===== config.mk =====
export PLATFORM = sky130hd
export DESIGN_NAME = dpll_profile_feedback_config
export DESIGN_NICKNAME = d
export VERILOG_FILES = /design/src/rtl/dpll_profile_feedback_pkg.sv /design/src/rtl/dpll_profile_feedback_config.sv
export SDC_FILE = /design/constraint.sdc
export NUM_CORES = 1
export LEC_CHECK = 0
export ABC_AREA = 0
export BUFFER_PORTS_ARGS = -buffer_cell sky130_fd_sc_hd__buf_2
export CORE_MARGIN = 5
export CORE_UTILIZATION = 45
export DETAILED_ROUTE_END_ITERATION = 10
export PLACE_DENSITY = 0.74
export SLEW_MARGIN = 20
export SYNTH_ARGS = -nofsm -noshare
export SYNTH_HDL_FRONTEND = slang
export SYNTH_SLANG_ARGS = --single-unit

===== constraint.sdc =====
create_clock -name hclk -period 2.3 [get_ports hclk]
set_input_delay 0.46 -clock hclk [delete_from_list [all_inputs] [get_ports hclk]]
set_output_delay 0.46 -clock hclk [all_outputs]
set_load 0.03 [all_outputs]

===== src/rtl/dpll_profile_feedback_pkg.sv =====
// Constants for the profile feedback configuration register bank
package dpll_profile_feedback_pkg;

    // --------------------------------------------------------------
    // Register indexes (byte address is four times the index)
    // --------------------------------------------------------------
    localparam logic [29:0] zero_delay_feedback_select_idx = 30'h1602;
    localparam logic [29:0] feedback_mode_control_idx = 30'h1603;
    localparam logic [29:0] loop_bandwidth_byte0_idx = 30'h1604;
    localparam logic [29:0] loop_bandwidth_byte1_idx = 30'h1605;
    localparam logic [29:0] loop_bandwidth_byte2_idx = 30'h1606;
    localparam logic [29:0] loop_bandwidth_byte3_idx = 30'h1607;
    localparam logic [29:0] internal_zero_delay_control_idx = 30'h1616;

    // --------------------------------------------------------------
    // Field positions and widths
    // --------------------------------------------------------------
    localparam int path_width = 5;
    localparam int mode_filter_bit = 7;
    localparam int mode_tag_lsb = 2;
    localparam int tag_width = 3;
    localparam int mode_ext_zd_bit = 1;
    localparam int mode_hitless_bit = 0;
    localparam int int_zd_bit = 0;
    localparam int bw_width = 32;
    localparam int sel_width = 4;

    // --------------------------------------------------------------
    // Reset values
    // --------------------------------------------------------------
    localparam logic [4:0] path_reset = 5'h00;
    localparam logic [7:0] mode_reset = 8'h00;
    localparam logic [31:0] bw_reset = 32'h0000_0000;

    // --------------------------------------------------------------
    // Tag mode encodings, ascending
    // --------------------------------------------------------------
    localparam logic [2:0] tag_none = 3'h0;
    localparam logic [2:0] tag_reference_only = 3'h1;
    localparam logic [2:0] tag_feedback_only = 3'h2;
    localparam logic [2:0] tag_both_unequal = 3'h3;
    localparam logic [2:0] tag_both_equal = 3'h4;

    // --------------------------------------------------------------
    // AHB transfer type bit for NONSEQ/SEQ
    // --------------------------------------------------------------
    localparam int htrans_active_bit = 1;

endpackage


===== src/rtl/dpll_profile_feedback_config.sv =====
// Register bank for one translation profile's feedback configuration
//
// How it works
// - Path field codes 0..3 pick first reference, companion, second, second companion.
// - Path field codes 0..3 pick first/second output true and complement pins.
// - Internal zero-delay selection acts only while its enable bit is one.
// - Mode bit 7 picks nominal (~70 deg) or high (~88.5 deg) filter set.
// - Mode bits 4:2 give the tag mode, none up to both-equal.
// - Mode bit 1 enables the external zero-delay path in hitless mode.
// - Mode bit 0 is buildout at zero, hitless at one; zero delay needs it.
// - Loop bandwidth is 32 bits over four byte registers, low byte first.
//
// The AHB-Lite interface to the registers was chosen for this implementation.
`timescale 1ns/1ps
module dpll_profile_feedback_config (
    // Clock and reset
    input wire logic hclk,
    input wire logic hresetn,
    // AHB-Lite slave
    input wire logic hsel,
    input wire logic [31:0] haddr,
    input wire logic [1:0] htrans,
    input wire logic hwrite,
    input wire logic [2:0] hsize,
    input wire logic [31:0] hwdata,
    input wire logic hready,
    output logic hreadyout,
    output logic hresp,
    output logic [31:0] hrdata,
    // Feedback source selection
    output logic [dpll_profile_feedback_pkg::sel_width-1:0] ext_feedback_reference_select,
    output logic [dpll_profile_feedback_pkg::sel_width-1:0] int_feedback_output_select,
    output logic ext_zero_delay_active,
    output logic int_zero_delay_active,
    // Loop configuration
    output logic high_phase_margin_select,
    output logic [dpll_profile_feedback_pkg::tag_width-1:0] tag_mode,
    output logic hitless_mode,
    output logic [dpll_profile_feedback_pkg::bw_width-1:0] loop_bandwidth
);
    import dpll_profile_feedback_pkg::*;

    // --------------------------------------------------------------
    // State
    // --------------------------------------------------------------
    typedef struct packed {
        logic wr_pend;
        logic [29:0] wr_idx;
        logic [4:0] path;
        logic [7:0] mode;
        logic [31:0] bw;
        logic int_zd_en;
        logic [31:0] rdata;
        logic [3:0] ext_sel;
        logic [3:0] int_sel;
        logic ext_act;
        logic int_act;
        logic ready;
        logic resp;
    } state_t;

    state_t s_q;
    state_t s_d;

    // Code 0..3 to one-hot; unused codes select nothing
    function automatic logic [3:0] onehot_code(input logic [4:0] code);
        logic [3:0] r;
        r = 4'h0;
        if (code < 5'h04) begin
            r = 4'(4'h1 << code[1:0]);
        end
        return r;
    endfunction

    logic addr_phase;
    assign addr_phase = hsel && hready && htrans[htrans_active_bit];

    // --------------------------------------------------------------
    // Next state
    // --------------------------------------------------------------
    always_comb begin
        s_d = s_q;
        s_d.wr_pend = 1'b0;
        // Zero-wait slave that always answers OKAY
        s_d.ready = 1'b1;
        s_d.resp = 1'b0;
        // Data phase of a write lands here, before the read mux sees it
        if (s_q.wr_pend) begin
            unique case (s_q.wr_idx)
                zero_delay_feedback_select_idx: s_d.path = hwdata[path_width-1:0];
                feedback_mode_control_idx: s_d.mode = hwdata[7:0];
                loop_bandwidth_byte0_idx: s_d.bw[7:0] = hwdata[7:0];
                loop_bandwidth_byte1_idx: s_d.bw[15:8] = hwdata[7:0];
                loop_bandwidth_byte2_idx: s_d.bw[23:16] = hwdata[7:0];
                loop_bandwidth_byte3_idx: s_d.bw[31:24] = hwdata[7:0];
                internal_zero_delay_control_idx: s_d.int_zd_en = hwdata[int_zd_bit];
                default: s_d.path = s_d.path;
            endcase
        end
        if (addr_phase) begin
            s_d.wr_pend = hwrite;
            s_d.wr_idx = haddr[31:2];
        end
        // Read data taken from the updated copy so write-then-read is coherent
        if (addr_phase && !hwrite) begin
            unique case (haddr[31:2])
                zero_delay_feedback_select_idx: s_d.rdata = {27'h0, s_d.path};
                feedback_mode_control_idx: s_d.rdata = {24'h0, s_d.mode};
                loop_bandwidth_byte0_idx: s_d.rdata = {24'h0, s_d.bw[7:0]};
                loop_bandwidth_byte1_idx: s_d.rdata = {24'h0, s_d.bw[15:8]};
                loop_bandwidth_byte2_idx: s_d.rdata = {24'h0, s_d.bw[23:16]};
                loop_bandwidth_byte3_idx: s_d.rdata = {24'h0, s_d.bw[31:24]};
                internal_zero_delay_control_idx: s_d.rdata = {31'h0, s_d.int_zd_en};
                default: s_d.rdata = 32'h0000_0000;
            endcase
        end
        // Zero delay needs hitless operation as well as its own enable
        s_d.ext_act = s_d.mode[mode_ext_zd_bit] && s_d.mode[mode_hitless_bit];
        s_d.int_act = s_d.int_zd_en && s_d.mode[mode_hitless_bit];
        s_d.ext_sel = s_d.ext_act ? onehot_code(s_d.path) : 4'h0;
        s_d.int_sel = s_d.int_act ? onehot_code(s_d.path) : 4'h0;
    end

    always_ff @(posedge hclk or negedge hresetn) begin
        if (!hresetn) begin
            s_q <= '{wr_pend: 1'b0, wr_idx: 30'h0, path: path_reset, mode: mode_reset,
                     bw: bw_reset, int_zd_en: 1'b0, rdata: 32'h0, ext_sel: 4'h0,
                     int_sel: 4'h0, ext_act: 1'b0, int_act: 1'b0, ready: 1'b1, resp: 1'b0};
        end else begin
            s_q <= s_d;
        end
    end

    // --------------------------------------------------------------
    // Outputs
    // --------------------------------------------------------------
    assign hreadyout = s_q.ready;
    assign hresp = s_q.resp;
    assign hrdata = s_q.rdata;
    assign ext_feedback_reference_select = s_q.ext_sel;
    assign int_feedback_output_select = s_q.int_sel;
    assign ext_zero_delay_active = s_q.ext_act;
    assign int_zero_delay_active = s_q.int_act;
    assign high_phase_margin_select = s_q.mode[mode_filter_bit];
    assign tag_mode = s_q.mode[mode_tag_lsb +: tag_width];
    assign hitless_mode = s_q.mode[mode_hitless_bit];
    assign loop_bandwidth = s_q.bw;
endmodule


---- Word-level counts from Yosys, hierarchy flattened ----
Cells that the tools add are included.
word-level totals
  word-level logic and storage cells ...... 46
  bits in registers ....................... 119
  bits of input ports ..................... 74
cells by class
  equality and inequality tests ........... 14
  shift-type cells ........................ 1
  muxes and demuxes ....................... 13
  $lt $le $gt $ge ......................... 1
  reductions and logical operators ........ 6
operator list
  kind                                                                           count
  30-bit by 13-bit == test with 1-bit output (second input constant)             14
  8-bit case mux with 7 select lines                                             1
  46-bit two-way mux                                                             1
  8-bit two-way mux                                                              5
  31-bit two-way mux                                                             1
  4-bit two-way mux                                                              3
  1-bit logical AND                                                              5
  5-bit by 3-bit less-than comparator with 1-bit output (second input constant)  1
  5-bit two-way mux                                                              1
  1-bit by 2-bit << shifter with 4-bit output (first input constant)             1
  1-bit logical NOT                                                              1
  1-bit two-way mux                                                              1

---- Depth between registers and ports, before layout ----
  word-level depth ........................ 6
  depth in mapped cells ................... 8

---- Least setup slack after synthesis ----
Ideal clock, no wire load.
  path type ............................... flip-flop to flip-flop
  start ................................... register s_q[114] (netlist name)
  end ..................................... register s_q, in the netlist hrdata[0]
  path slack .............................. 0.046 ns
  library setup time ...................... 0.143 ns
  required time ........................... 2.157 ns
  arrival time ............................ 2.111 ns
  stages on the path, launching flop included .. 7
  path through ............................ dfrtp_1 > nor4b_4 > nand4_4 > nor4_1 > mux2_2 > a221oi_1 > a31oi_1
RTL lines
  element                 RTL line                             RTL
  start, declared         dpll_profile_feedback_config.sv:62   state_t s_q;
  start signal, assigned  dpll_profile_feedback_config.sv:126  s_q <= '{wr_pend: 1'b0, wr_idx: 30'h0, path: path_reset, mode: mode_reset,

==> impl_metrics.env <==
export IMPL_violations="setup timing"
export IMPL_portBuffers=98
export IMPL_ys_top_cells_by_count="95 x dfrtp_1, 77 x buf_4, 45 x nand2_1"
export IMPL_fin_skew_ps=5.50
export IMPL_syn_inst=504
export IMPL_antenna_cells=0
export IMPL_vdd_drop_max_mv=0.449
export IMPL_wl_um=13300
export IMPL_dp_slack_ps=-211
export IMPL_grt_pass1_wl_um=20800
export IMPL_cts_clk_slew_worst_paths_ps=70
export IMPL_reg2reg_depth=11
export IMPL_cts_made_buffers=9
export IMPL_synth_top_cells_by_area="dfrtp_1 46%, buf_4 11%, mux2_2 9.0%"
export IMPL_vias_per_cell=5.47
export IMPL_first_pass_iters=6
export IMPL_hpwl_um=9890
export IMPL_worstMarginPinSlew_ps=504
export IMPL_drive_gt1_share_pct=40.7
export IMPL_antenna_found_initial=0
export IMPL_tritoncts="done"
export IMPL_drv_slew=0
export IMPL_synth_top_area_share_pct=46.4
export IMPL_fp_dieArea_um2=13600
export IMPL_synth_seq_cells=95
export IMPL_critPathKind="register to register"
export IMPL_ant_nets=0
export IMPL_critPathLaunch="s_q[98]"
export IMPL_rr_endpoint="ext_feedback_reference_select[0]"
export IMPL_setup_viol=16
export IMPL_place_congestion=0.911
export IMPL_area_growth_pct=19.9
export IMPL_grt_start_max_net_pins=39
export IMPL_ys_flop_type="dfrtp_1"
export IMPL_syn_avg_cell_area_um2=10.2
export IMPL_post_layout_nonfiller_instances=740
export IMPL_drt_initial_drc_count=229
export IMPL_yosysTopAreaCell="dfrtp_1"
export IMPL_core_area_um2=11300
export IMPL_finalCritPeriodShare_pct=105
export IMPL_grt_usage_pct=19.8
export IMPL_clock_sinks=95
export IMPL_yosys_warnings=0
export IMPL_cp_max_fo=5
export IMPL_reg2reg_slack_ps=-100
export IMPL_grt_pass1_vias=4038
export IMPL_drv_cap=0
export IMPL_die_height_um=117
export IMPL_dr_total_vias=4049
export IMPL_required_ps=2530
export IMPL_p_leak_nw=2.66
export IMPL_ys_seq_area_share_pct=46.4
export IMPL_ioPinCount=155
export IMPL_hold_viol=0
export IMPL_ctsHoldBuffers=0
export IMPL_clk_latency_ps=340
export IMPL_wl_per_cell_um=18.0
export IMPL_dp_cells=714
export IMPL_synthesis_area_um2=5120
export IMPL_relSlewSlack_pct=66.3
export IMPL_worstReg2RegStart="s_q[98]"
export IMPL_setup_ws_ps=-104
export IMPL_status="finished with violations"
export IMPL_worstHoldPathType="primary input to asynchronous set/reset pin"
export IMPL_yosysMostFrequentCell="dfrtp_1"
export IMPL_cp_arrival_ps=2630
export IMPL_fin_nets=666
export IMPL_layout_min_cycle_time_ps=2400
export IMPL_drc=0
export IMPL_overflow=0
export IMPL_start_kind="register"
export IMPL_cts_root_buf="clkbuf_16"
export IMPL_synth_edf_count=0
export IMPL_synthArstFlopShare_pct=100
export IMPL_synth_cell_type_count=43
export IMPL_start_util_pct=45.4
export IMPL_fp_dieW_um=117
export IMPL_htreeDepth=3
export IMPL_worst_setup_path_end_kind="register"
export IMPL_rsz0062_at_grt="true"
export IMPL_powerDensity_nw_per_um2=616
export IMPL_ctsLongestPathBuffers=2
export IMPL_clock_fmax_ghz=0.416
export IMPL_std_cell_rows=39
-- cell type report --
class                   count  area [µm²]
fillers                   961        5130
flip-flops and latches     95        2380
multi-input cells         327        2290
repair buffers            151         970
clock buffers              12         267
well taps                 143         179
inverters                   8        30.0
clock inverters             4        28.8
-- routing by layer --
metal  global-route usage (%)  part of all wire (%)  wire length, µm
met1                     25.7                    41             5390
met4                     10.2                   2.8              378
met2                     31.0                    48             6400
met5                        0                     0                0
met3                     4.66                   8.5             1130
-- registers in the layout, summed over array words and instances, names as in the netlist --
| register | cells |
|---|---|
| tag_mode | 3 |
| hrdata | 8 |
| high_phase_margin_select | 1 |
| s_q | 40 |
| int_feedback_output_select | 4 |
| ext_zero_delay_active | 1 |
| hitless_mode | 1 |
| ext_feedback_reference_select | 4 |
| loop_bandwidth | 32 |
| int_zero_delay_active | 1 |
-- metrics by stage --
step                      util, %  hold slack, ps  area (µm²)  total power, mW  TNS (ps)
after global routing         54.5            41.1        6140             3.93     -3730
after floorplan                 -             164        5210             2.17         0
after CTS                    53.4            30.7        6010             3.78      -517
final                        54.5            23.5        6140             3.78     -1300
after global placement       49.4             395        5570             2.29     -1490
after detailed placement     49.4             400        5570             2.32     -1590
-- layout by cell type, fill, tap and decap left out, drive strengths merged --
cell type  count
and3           1
nor2b          2
or3            1
nor2          11
o41ai          4
nor4bb         4
nand3         38
a22oi          4
mux2          41
clkbuf        12
o21ai         36
and4b          2
a31oi          2
nor3          10
a221oi         1
clkinvlp       2
and2           3
or2            2
a21oi         33
o211ai         5
dfrtp         95
a2111oi        1
nand2b         6
buf          151
clkinv         2
and4          11
nand4bb        1
conb          26
nand4         13
o31ai          3
nor4b          4
inv            8
mux2i          3
nand2         45
a2bb2oi        1
nor4          13
-- what timing repair did --
item | 4_1_cts | 5_1_grt
pin swaps | 8 | 19
setup endpoints to repair | 16 | 20
buffers inserted | 5 | 5
resized for setup | 23 | 29
-- worst max-delay path by stage --
stage	end	slack (ps)
global route	ext_feedback_reference_select[0]	-250
global placement	hrdata[0]	-170
detailed placement	hrdata[2]	-210
floorplan	hrdata[0]	50
CTS	hrdata[1]	-100
finish	ext_feedback_reference_select[0]	-100
-- cell families (layout without fill, tap and decap cells) --
family / Yosys count / count (layout) / share of synthesized area [%]
and+or+nand+nor: 167 / 167 / 20.4
buffers and inverters: 106 / 175 / 13.5
DFF: 95 / 95 / 46.4
AOI/OAI and AO/OA: 90 / 90 / 9.94
muxes: 44 / 44 / 9.60
other: 2 / 26 / 0.147
-- power breakdown --
group / switching, mW / internal [mW] / total [mW]
registers: 0.0972 / 1.77 / 1.87
clock network: 0.649 / 0.822 / 1.47
logic: 0.246 / 0.195 / 0.440
total: 0.992 / 2.79 / 3.78
-- critical path: stages, from the launching register on --
cell and delay, ps:
dfrtp_1 410, nor4_4 370, nand4_4 210, buf_6 180
nor4_4 320, buf_6 180, buf_12 110, buf_6 90
nor2_2 30, a31oi_1 160, buf_4 180, nor3_2 50
(Power assumes the default switching activity.)
